--- config.mk ---
export PLATFORM = sky130hd
export DESIGN_NAME = addressing_mode_decoder
export DESIGN_NICKNAME = d
export VERILOG_FILES = /design/src/addr_mode_pkg.sv /design/src/ea_calc_if.sv /design/src/addressing_mode_decoder.sv /design/src/ea_calc.sv
export SDC_FILE = /design/constraint.sdc
export NUM_CORES = 1
export LEC_CHECK = 0
export ABC_AREA = 1
export BUFFER_PORTS_ARGS = -buffer_cell sky130_fd_sc_hd__buf_2
export CORE_MARGIN = 5
export CORE_UTILIZATION = 55
export CTS_BUF_LIST = sky130_fd_sc_hd__clkbuf_8
export CTS_CLUSTER_SIZE = 25
export DETAILED_ROUTE_END_ITERATION = 8
export PLACE_DENSITY = 0.74
export SLEW_MARGIN = 15
export SYNTH_ARGS = -nofsm -noshare
export SYNTH_HDL_FRONTEND = slang
export SYNTH_SLANG_ARGS = --single-unit
--- constraint.sdc ---
create_clock -name sys_clk -period 3.84 [get_ports sys_clk]
set_input_delay 0.384 -clock sys_clk [delete_from_list [all_inputs] [get_ports sys_clk]]
set_output_delay 0.384 -clock sys_clk [all_outputs]
set_load 0.05 [all_outputs]
--- src/addr_mode_pkg.sv ---
// Shared constants, mode enumeration and decode functions
package addr_mode_pkg;

  localparam int          ADDR_W          = 16;
  localparam int          DATA_W          = 8;
  localparam logic [7:0]  PREFIX_SECOND   = 8'h90;
  localparam logic [7:0]  PREFIX_INDIRECT = 8'h92;
  localparam logic [7:0]  PAGE_ZERO_HI    = 8'h00;
  localparam logic [15:0] PAGE_ZERO_LAST  = 16'h00FF;
  localparam logic [15:0] SHORT_IDX_LAST  = 16'h01FE;
  localparam logic [15:0] REL_BACK        = 16'h0080;
  localparam logic [15:0] REL_FWD         = 16'h007F;
  localparam logic [2:0]  LEN_INH         = 3'h1;
  localparam logic [2:0]  LEN_IMM         = 3'h2;
  localparam logic [2:0]  LEN_DIR_LONG    = 3'h3;

  typedef enum logic [4:0] {
    M_INH, M_IMM, M_DIR_S, M_DIR_L, M_IDX_0, M_IDX_S, M_IDX_L,
    M_IND_S, M_IND_L, M_IDXIND_S, M_IDXIND_L, M_REL_D, M_REL_I,
    M_BIT_D, M_BIT_I, M_BITREL_D, M_BITREL_I
  } mode_t;

  // Bytes that follow the opcode in the fetch stream
  function automatic logic [1:0] oper_bytes(input mode_t m);
    unique case (m)
      M_INH, M_IDX_0:              oper_bytes = 2'h0;
      M_DIR_L, M_IDX_L,
      M_BITREL_D, M_BITREL_I:      oper_bytes = 2'h2;
      default:                     oper_bytes = 2'h1;
    endcase
  endfunction

  // Pointer bytes read from page zero
  function automatic logic [1:0] ptr_reads(input mode_t m);
    unique case (m)
      M_IND_S, M_IDXIND_S, M_REL_I,
      M_BIT_I, M_BITREL_I:         ptr_reads = 2'h1;
      M_IND_L, M_IDXIND_L:         ptr_reads = 2'h2;
      default:                     ptr_reads = 2'h0;
    endcase
  endfunction

  function automatic logic is_long(input mode_t m);
    is_long = (m == M_DIR_L) || (m == M_IDX_L) ||
              (m == M_IND_L) || (m == M_IDXIND_L);
  endfunction

  // Indirect prefix turns direct and short or long indexed forms into indirect ones
  function automatic mode_t to_indirect(input mode_t m);
    unique case (m)
      M_DIR_S:    to_indirect = M_IND_S;
      M_DIR_L:    to_indirect = M_IND_L;
      M_IDX_S:    to_indirect = M_IDXIND_S;
      M_IDX_L:    to_indirect = M_IDXIND_L;
      M_REL_D:    to_indirect = M_REL_I;
      M_BIT_D:    to_indirect = M_BIT_I;
      M_BITREL_D: to_indirect = M_BITREL_I;
      default:    to_indirect = m;
    endcase
  endfunction

endpackage

--- src/ea_calc_if.sv ---
// Operand fields and resulting addresses between sequencer and adder
`timescale 1ns/1ps
interface ea_calc_if;
  import addr_mode_pkg::*;
  mode_t       mode;
  logic [7:0]  b1;
  logic [7:0]  b2;
  logic [7:0]  p1;
  logic [7:0]  p2;
  logic [7:0]  idx;
  logic [15:0] pc_after;
  logic [15:0] ea;
  logic [15:0] target;

  modport seq  (output mode, b1, b2, p1, p2, idx, pc_after,
                input ea, target);
  modport calc (input mode, b1, b2, p1, p2, idx, pc_after,
                output ea, target);
endinterface

--- src/addressing_mode_decoder.sv ---
// Operand fetch and effective address sequencer of the core
`timescale 1ns/1ps

module addressing_mode_decoder (
  input  wire logic                  sys_clk,
  input  wire logic                  resetn,
  input  wire logic                  byte_valid,
  input  wire logic [7:0]            byte_data,
  output logic                       byte_ready,
  input  wire logic [15:0]           pc_start,
  input  wire addr_mode_pkg::mode_t  base_mode,
  input  wire logic                  rmw_op,
  input  wire logic [7:0]            index_x,
  input  wire logic [7:0]            index_y,
  output logic                       mem_req,
  output logic [15:0]                mem_addr,
  input  wire logic                  mem_ack,
  input  wire logic [7:0]            mem_rdata,
  output logic                       ea_valid,
  output logic [15:0]                ea,
  output logic [15:0]                branch_target,
  output logic [7:0]                 operand,
  output addr_mode_pkg::mode_t       mode_out,
  output logic                       use_second_index,
  output logic [2:0]                 instr_len,
  output logic                       bad_mode
);
  import addr_mode_pkg::*;

  // ------------------------------------------------------------
  // State
  // ------------------------------------------------------------
  typedef enum logic [1:0] {S_OPC, S_OPER, S_PTR, S_DONE} fsm_t;

  typedef struct packed {
    fsm_t        st;
    logic        pre_seen;
    logic        pfx_y;
    logic        pfx_ind;
    mode_t       mode;
    logic        rmw;
    logic [1:0]  cnt;
    logic [7:0]  b1;
    logic [7:0]  b2;
    logic [7:0]  p1;
    logic [7:0]  p2;
    logic [7:0]  idx;
    logic [15:0] pc_base;
    logic [2:0]  nbytes;
    logic        byte_ready;
    logic        mem_req;
    logic [15:0] mem_addr;
    logic        ea_valid;
    logic [15:0] ea;
    logic [15:0] target;
    logic [7:0]  operand;
    mode_t       mode_out;
    logic        use_y;
    logic [2:0]  len;
    logic [15:0] pc_after;
    logic        bad;
  } state_t;

  state_t s_reg;
  state_t s_next;
  logic   take_b;
  logic   take_m;
  mode_t  op_mode;

  ea_calc_if calc_bus ();

  ea_calc u_calc (
    .f (calc_bus)
  );

  assign take_b = byte_valid && s_reg.byte_ready;
  assign take_m = s_reg.mem_req && mem_ack;
  assign op_mode = s_reg.pfx_ind ? to_indirect(base_mode) : base_mode;

  assign calc_bus.mode     = s_reg.mode;
  assign calc_bus.b1       = s_reg.b1;
  assign calc_bus.b2       = s_reg.b2;
  assign calc_bus.p1       = s_reg.p1;
  assign calc_bus.p2       = s_reg.p2;
  assign calc_bus.idx      = s_reg.idx;
  assign calc_bus.pc_after = 16'(s_reg.pc_base + {13'h0000, s_reg.nbytes});

  // ------------------------------------------------------------
  // Sequencer
  // ------------------------------------------------------------
  always_comb begin
    s_next          = s_reg;
    s_next.ea_valid = 1'b0;
    unique case (s_reg.st)
      S_OPC: begin
        if (take_b) begin
          s_next.nbytes = s_reg.nbytes + 3'h1;
          if (s_reg.nbytes == 3'h0) begin
            s_next.pc_base = pc_start;
          end
          // one prefix ahead of the opcode
          if (!s_reg.pre_seen && byte_data == PREFIX_SECOND) begin
            s_next.pre_seen = 1'b1;
            s_next.pfx_y    = 1'b1;
          end else if (!s_reg.pre_seen &&
                       byte_data == PREFIX_INDIRECT) begin
            s_next.pre_seen = 1'b1;
            s_next.pfx_ind  = 1'b1;
          end else begin
            s_next.mode = op_mode;
            s_next.rmw  = rmw_op;
            s_next.idx  = s_reg.pfx_y ? index_y : index_x;
            s_next.cnt  = 2'h0;
            s_next.st   = (oper_bytes(op_mode) != 2'h0) ? S_OPER
                                                        : S_DONE;
          end
        end
      end
      S_OPER: begin
        if (take_b) begin
          s_next.nbytes = s_reg.nbytes + 3'h1;
          s_next.cnt    = s_reg.cnt + 2'h1;
          if (s_reg.cnt == 2'h0) begin
            s_next.b1 = byte_data;
          end else begin
            s_next.b2 = byte_data;
          end
          if (s_reg.cnt + 2'h1 == oper_bytes(s_reg.mode)) begin
            s_next.cnt = 2'h0;
            s_next.st  = (ptr_reads(s_reg.mode) != 2'h0) ? S_PTR
                                                         : S_DONE;
          end
        end
      end
      S_PTR: begin
        if (take_m) begin
          s_next.cnt = s_reg.cnt + 2'h1;
          // Word pointers are stored high byte first
          if (s_reg.cnt == 2'h0) begin
            s_next.p1 = mem_rdata;
          end else begin
            s_next.p2 = mem_rdata;
          end
          if (s_reg.cnt + 2'h1 == ptr_reads(s_reg.mode)) begin
            s_next.st = S_DONE;
          end
        end
      end
      S_DONE: begin
        s_next.ea_valid = 1'b1;
        s_next.ea       = calc_bus.ea;
        s_next.target   = calc_bus.target;
        // byte after opcode is the operand
        s_next.operand  = s_reg.b1;
        s_next.mode_out = s_reg.mode;
        s_next.use_y    = s_reg.pfx_y;
        s_next.len      = s_reg.nbytes;
        s_next.pc_after = calc_bus.pc_after;
        s_next.bad      = s_reg.rmw && is_long(s_reg.mode);
        s_next.pre_seen = 1'b0;
        s_next.pfx_y    = 1'b0;
        s_next.pfx_ind  = 1'b0;
        s_next.nbytes   = 3'h0;
        s_next.st       = S_OPC;
      end
    endcase
    s_next.byte_ready = (s_next.st == S_OPC) || (s_next.st == S_OPER);
    // Request drops for one cycle after each ack so address can move
    s_next.mem_req    = (s_next.st == S_PTR) && !take_m;
    // pointer starts in page zero, next byte for low half, carrying to 0100 after 00FF
    s_next.mem_addr   = 16'({PAGE_ZERO_HI, s_next.b1} +
                            {14'h0000, s_next.cnt});
  end

  always_ff @(posedge sys_clk) begin
    if (!resetn) begin
      s_reg <= '0;
    end else begin
      s_reg <= s_next;
    end
  end

  assign byte_ready       = s_reg.byte_ready;
  assign mem_req          = s_reg.mem_req;
  assign mem_addr         = s_reg.mem_addr;
  assign ea_valid         = s_reg.ea_valid;
  assign ea               = s_reg.ea;
  assign branch_target    = s_reg.target;
  assign operand          = s_reg.operand;
  assign mode_out         = s_reg.mode_out;
  assign use_second_index = s_reg.use_y;
  assign instr_len        = s_reg.len;
  assign bad_mode         = s_reg.bad;

  logic        op_take;
  logic [15:0] rel_diff;
  assign op_take  = take_b && s_reg.st == S_OPC &&
                    !(!s_reg.pre_seen && (byte_data == PREFIX_SECOND ||
                                          byte_data == PREFIX_INDIRECT));
  assign rel_diff = 16'(s_reg.ea - s_reg.pc_after);
endmodule

--- src/ea_calc.sv ---
// Effective address and branch target arithmetic
`timescale 1ns/1ps
module ea_calc (
  ea_calc_if.calc f
);
  import addr_mode_pkg::*;

  logic [15:0] idx16;
  logic [15:0] word_b;
  logic [15:0] word_p;

  assign idx16  = {8'h00, f.idx};
  assign word_b = {f.b1, f.b2};
  assign word_p = {f.p1, f.p2};

  always_comb begin
    f.ea     = 16'h0000;
    f.target = 16'h0000;
    unique case (f.mode)
      M_INH, M_IMM: begin
        f.ea = 16'h0000;
      end
      M_DIR_S, M_BIT_D: f.ea = {PAGE_ZERO_HI, f.b1};
      M_DIR_L: f.ea = word_b;
      M_IDX_0: f.ea = idx16;
      M_IDX_S: f.ea = 16'({PAGE_ZERO_HI, f.b1} + idx16);
      M_IDX_L: f.ea = 16'(word_b + idx16);
      M_IND_S, M_BIT_I: f.ea = {PAGE_ZERO_HI, f.p1};
      M_IND_L: f.ea = word_p;
      M_IDXIND_S: f.ea = 16'({PAGE_ZERO_HI, f.p1} + idx16);
      M_IDXIND_L: f.ea = 16'(word_p + idx16);
      M_REL_D: f.ea = 16'(f.pc_after + {{8{f.b1[7]}}, f.b1});
      M_REL_I: f.ea = 16'(f.pc_after + {{8{f.p1[7]}}, f.p1});
      M_BITREL_D: begin
        f.ea     = {PAGE_ZERO_HI, f.b1};
        f.target = 16'(f.pc_after + {{8{f.b2[7]}}, f.b2});
      end
      M_BITREL_I: begin
        f.ea     = {PAGE_ZERO_HI, f.p1};
        f.target = 16'(f.pc_after + {{8{f.b2[7]}}, f.b2});
      end
    endcase
    if (f.mode == M_REL_D || f.mode == M_REL_I) begin
      f.target = f.ea;
    end
  end
endmodule

==> flow_metrics.tcl, run 1 <==
set metrics [dict create \
    outcome "complete, no violations" \
    final.period_utilization 0.885 \
    ys_types 47 \
    area_growth_pct 7.91 \
    hp-class "input port to flip-flop" \
    syn_avg_cell_area_um2 6.50 \
    grt_max_degree 74 \
    irDropWorstVdd_v 0.000281 \
    synth_most_common_cell "nand2_1" \
    die_y_um 142 \
    hold_viol 0 \
    fp.coreArea_um2 17200 \
    dpl-instance-area_um2 9940 \
    period_needed_ps 3400 \
    clockBufferDepth 2 \
    clk_latency_ps 460 \
    vias_per_cell 5.58 \
    cap_violations 0 \
    final_nets 1647 \
    dieArea_um2 20200 \
    start_util 0.557 \
    ys_seq_area_frac 0.279 \
    rows 48 \
    fmaxAchievable_mhz 294 \
    rsz0062_at_grt "false" \
    critPathMaxFanout 6 \
    dp_cells 1735 \
    ys_top_cells_by_count "356 x nand2_1, 167 x inv_1, 157 x o21ai_0" \
    setup_viol 0 \
    ys.flop_type "dfxtp_1" \
    portBuffers 119 \
    slew_viol_final 0 \
    arrival_ps 3750 \
    finClkSkew_ps 11.8 \
    grt-ovfl-total 0 \
    post-dp-hpwl_mm 23.1 \
    postCtsHoldBufs 0 \
    clk_pin_slew_ps 80 \
    power.density_nw_per_um2 317 \
    crit_path_start_kind "flip-flop" \
    drc 0 \
    antenna_found_initial 1 \
    async_flop_share 0 \
    end_kind "flip-flop" \
    tritoncts "done" \
    antenna_cells 0 \
    antenna_left 0 \
    grt_first_pass_wirelength_mm 47.0 \
    synth-edff-count 0 \
    required_ps 4190 \
    yosys.area.top_type_share 0.279 \
    routed_wl_mm 29.6 \
    synthCells 1476 \
    io_pins 127 \
    finalNonFillerCells 1766 \
    grt_util_all_layers 0.293 \
    syn-cell-area_um2 9600 \
    htree_levels 4 \
    design_area_um2 10400 \
    largest_reg_flops 27 \
    yosysWarnings 0 \
    first_pass_iters 6 \
    place_congestion 0.984 \
    die_width_um 142 \
    drive_above_1_share 0.125 \
    clockRootBuffer "clkbuf_8" \
    worst_pin_slew_ps 982 \
    leakagePower_nw 5.14 \
    synth_seq_cells 134 \
    post-cts-setup-buffers 0 \
    relSlewSlack 0.344 \
    cts_buffers 17 \
    clock-sinks 134 \
    wl_per_cell_um 16.8 \
    netlist_top_cells_area "dfxtp_1 28%, nand2_1 14%, o21ai_0 8.2%" \
    via_count 9856 \
    critPathKind "flip-flop to flip-flop" \
    grt_pass1_vias 8905 \
    drt_iter0_markers 1147 \
    fin_setup_tns_ps 0 \
    synth_top_area_cell "dfxtp_1" \
]
## path summary, 6_finish.rpt
path | from | endpoint | slack, ps | cells past startpoint
max | s_reg[85]$_SDFFE_PN0P_ | branch_target[5]$_SDFFE_PN0P_ | 440 | 16
min | index_x[1] | calc_bus.idx[1]$_SDFFE_PN0P_ | 190 | 3
max reg2reg | s_reg[85]$_SDFFE_PN0P_ | branch_target[5]$_SDFFE_PN0P_ | 440 | 16
min reg2reg | ea[5]$_SDFFE_PN0P_ | ea[5]$_SDFFE_PN0P_ | 450 | 2
## cells in the final DEF (no fill, tap or decap), types with 4 or more instances in the layout
| cell | n |
|---|---|
| nand2_1 | 356 |
| inv_1 | 168 |
| o21ai_0 | 157 |
| dfxtp_1 | 134 |
| buf_2 | 119 |
| nor2_1 | 115 |
| a21oi_1 | 110 |
| nand3_1 | 98 |
| ha_1 | 54 |
| clkbuf_8 | 18 |
| nand4_1 | 16 |
| o22ai_1 | 16 |
| xor2_1 | 15 |
| o211ai_1 | 14 |
| or2_2 | 12 |
| nand3b_1 | 11 |
| a21boi_0 | 11 |
| buf_4 | 11 |
| a21o_1 | 10 |
| a31oi_1 | 8 |
| conb_1 | 7 |
| nor4_1 | 6 |
| fa_1 | 6 |
| nor2_2 | 5 |
| o21ai_1 | 5 |
| nor3_1 | 5 |
| o21bai_1 | 5 |
| a211oi_1 | 5 |
| o2111ai_1 | 4 |
## layout make-up
| cell class | count | area [µm²] |
|---|---|---|
| Fill cell | 1682 | 6880 |
| Clock inverter | 13 | 158 |
| Tap cell | 225 | 282 |
| Timing Repair Buffer | 130 | 678 |
| Multi-Input combinational cell | 1075 | 5670 |
| Sequential cell | 134 | 2680 |
| Inverter | 171 | 642 |
| Clock buffer | 18 | 248 |
## power by group
group	internal, mW	switching [mW]
clock	0.653	0.585
sequential	1.43	0.0462
combinational	0.173	0.390
total	2.26	1.02
## metrics by stage
| stage | util | setup slack, ps | hold WS [ps] | power (mW) |
|---|---|---|---|---|
| finish | 0.601 | 440 | 186 | 3.28 |
| floorplan | - | 718 | 427 | 1.91 |
| detailed placement | 0.577 | 308 | 436 | 2.06 |
| global placement | 0.577 | 436 | 432 | 2.06 |
| global route | 0.601 | 105 | 172 | 3.43 |
| CTS | 0.600 | 290 | 163 | 3.29 |
## routing by layer
layer | vias to the layer above | GRT usage | routed length (µm)
li1 | 4925 | - | -
met3 | 72 | 0.0595 | 2870
met2 | 471 | 0.441 | 12400
met5 | - | 0 | 30
met4 | 2 | 0.103 | 945
met1 | 4386 | 0.418 | 13400
## critical path, cell delays in order (launching register included)
cell	delay, ps
dfxtp_1	340
ha_1	220
fa_1	400
a21oi_1	190
nor2_1	60
nand2_1	110
nand2_1	80
inv_1	110
ha_1	290
nand2_1	150
inv_1	50
nand2_1	80
nand4_1	160
o21ai_0	640
nand3_1	220
o211ai_1	140
inv_1	60
## cell families after synthesis
family | share of synthesized area
AND/OR/NAND/NOR | 0.287
AO/OA/AOI/OAI | 0.202
buffers and inverters | 0.134
flip-flops | 0.279
adder cells (fa/ha/maj) | 0.0829
XOR/XNOR | 0.0146
other | 0.000391
## timing repair
action                                  CTS  global route
resized for setup                         0             2
hold endpoints to repair                  0             0
endpoints found under the setup margin    0             4
(Power assumes the default switching activity.)
==> inputs of run 2 (changes only) <==
==> constraint.sdc (replaced) <==
create_clock -name sys_clk -period 4.3 [get_ports sys_clk]
set_input_delay 0.43 -clock sys_clk [delete_from_list [all_inputs] [get_ports sys_clk]]
set_output_delay 0.43 -clock sys_clk [all_outputs]
set_load 0.05 [all_outputs]
==> run 2 against run 1 <==
Cell count decreased by 0.34%. Sequential cell count unchanged. Global-route usage increased by 0.16 points. Critical path depth increased by 4. Non-clock buffer count decreased by 4. Design area decreased by 0.89%. Core utilization decreased by 0.54 points. Critical path type unchanged. Critical endpoint is now branch_target[15]$_SDFFE_PN0P_. Largest cell class unchanged.
==> flow_metrics.tcl, run 2 (same netlist as run 1, synthesis figures left out) <==
set metrics [dict create \
    outcome "complete, no violations" \
    critPathMaxFanout 5 \
    final_nets 1643 \
    clockBufferDepth 2 \
    clk_latency_ps 460 \
    drc 0 \
    hold_end "s_reg[146]$_SDFFE_PN0P_" \
    critical_path.slowest_cell "dfxtp_1" \
    die_y_um 142 \
    end_kind "flip-flop" \
    antenna_cells 0 \
    whs_ps 223 \
    io_pins 127 \
    first_pass_iters 5 \
    cts-resized-gates 0 \
    fin_setup_tns_ps 0 \
    wl_per_cell_um 16.7 \
    hold_viol 0 \
    dieArea_um2 20200 \
    fp.coreArea_um2 17200 \
    cts_buffers 17 \
    power.density_nw_per_um2 273 \
    critPathKind "flip-flop to flip-flop" \
    critPathTopFamily "simple AND/OR/NAND/NOR gates" \
    min-delay-start "rmw_op" \
    routed_wl_mm 29.3 \
    fmaxAchievable_mhz 280 \
    path_common_cell "nand2_1" \
    finClkSkew_ps 12.0 \
    tritoncts "done" \
    antenna_left 0 \
    portBuffers 119 \
    cap_violations 0 \
    antenna_found_initial 0 \
    slowest_delay_ps 380 \
    worst_pin_slew_ps 1000 \
    reg2regPathDepth 20 \
    timing.rr.start "s_reg[85]$_SDFFE_PN0P_" \
    grt_max_degree 74 \
    post-dp-hpwl_mm 22.9 \
    post-cts-setup-buffers 0 \
    whs_path_depth 3 \
    cp_num_buf_inv 2 \
    hp-class "input port to flip-flop" \
    postCtsHoldBufs 0 \
    period_needed_ps 3570 \
    start_util 0.557 \
    clock-sinks 134 \
    crit_path_start_kind "flip-flop" \
    irDropWorstVdd_v 0.000203 \
    r2r_slack_ps 730 \
    grt_pass1_vias 9038 \
    vias_per_cell 5.59 \
    arrival_ps 3930 \
    worstReg2RegEnd "branch_target[15]$_SDFFE_PN0P_" \
    relSlewSlack 0.331 \
    htree_levels 4 \
    rsz0062_at_grt "false" \
    leakagePower_nw 5.09 \
    fill_cells 1712 \
    final.period_utilization 0.831 \
    clk_pin_slew_ps 80 \
    clockRootBuffer "clkbuf_8" \
    place_congestion 1.01 \
    required_ps 4660 \
    via_count 9830 \
    grt-ovfl-total 0 \
    final_common_cell "nand2_1" \
    grt_util_all_layers 0.295 \
    die_width_um 142 \
    cp_cell_sequence "ha_1 -> fa_1 -> a21oi_1 -> nor2_1 -> nand2_1 -> nor3_1 -> inv_1 -> nor3_1 -> nand2_1 -> xor2_1 -> ha_1 -> nand2_1 -> nor2_1 -> nor3b_1 -> a21oi_1 -> or2_2 -> nand3_1 -> nand3_1 -> nand2_1 -> inv_1" \
    grt_first_pass_wirelength_mm 47.6 \
    drt_iter0_markers 964 \
    layout_common_cells "356 x nand2_1, 167 x inv_1, 157 x o21ai_0" \
    largest_reg_flops 27 \
    area_growth_pct 6.95 \
    rows 48 \
    slew_viol_final 0 \
    drive_above_1_share 0.121 \
    setup_viol 0 \
]
run 2: per-layer routing:
layer | vias up | GRT usage | part of all wire
met5 | - | 0.0120 | 0.0013
met4 | 2 | 0.0904 | 0.023
met3 | 53 | 0.0625 | 0.094
met2 | 458 | 0.448 | 0.42
met1 | 4376 | 0.419 | 0.46
li1 | 4941 | - | -
run 2: worst max path at each step:
stage	from	end	slack, ps	cells past startpoint
floorplan	s_reg[85]$_SDFFE_PN0P_	branch_target[15]$_SDFFE_PN0P_	1180	20
global placement	s_reg[85]$_SDFFE_PN0P_	branch_target[15]$_SDFFE_PN0P_	840	20
detailed placement	s_reg[85]$_SDFFE_PN0P_	branch_target[15]$_SDFFE_PN0P_	800	20
CTS	s_reg[85]$_SDFFE_PN0P_	branch_target[15]$_SDFFE_PN0P_	730	20
global route	s_reg[85]$_SDFFE_PN0P_	branch_target[13]$_SDFFE_PN0P_	240	20
finish	s_reg[85]$_SDFFE_PN0P_	branch_target[15]$_SDFFE_PN0P_	730	20
run 2: power by group:
part | internal (mW) | leakage, nW | total (mW) | switching, mW
Combinational | 0.153 | 3.83 | 0.501 | 0.348
Sequential | 1.28 | 1.09 | 1.32 | 0.0407
Clock | 0.464 | 0.169 | 0.981 | 0.517
Total | 1.90 | 5.09 | 2.80 | 0.906
run 2: layout make-up:
type	count	area, µm²	area share
Clock inverter	11	105	0.0102
Inverter	171	642	0.0625
Tap cell	225	282	0.0274
Clock buffer	18	248	0.0241
Multi-Input combinational cell	1075	5660	0.551
Sequential cell	134	2680	0.261
Timing Repair Buffer	126	648	0.0631
run 2: per-stage QoR:
stage,cells,area (µm²),total power [mW],setup WS [ps],util
4_1_cts,1760,10300,2.81,729,0.596
6_report,1760,10300,2.80,727,0.596
2_1_floorplan,1482,9620,1.70,1180,-
5_1_grt,1760,10300,2.94,239,0.596
3_3_place_gp,1731,9910,1.83,838,0.575
3_5_place_dp,1731,9910,1.84,796,0.575
run 2: tightest hold or removal path: cells and delay by family:
family                 cells  cell delay, ps
AO/OA/AOI/OAI              1              70
buffers and inverters      1              70
AND/OR/NAND/NOR            1              80
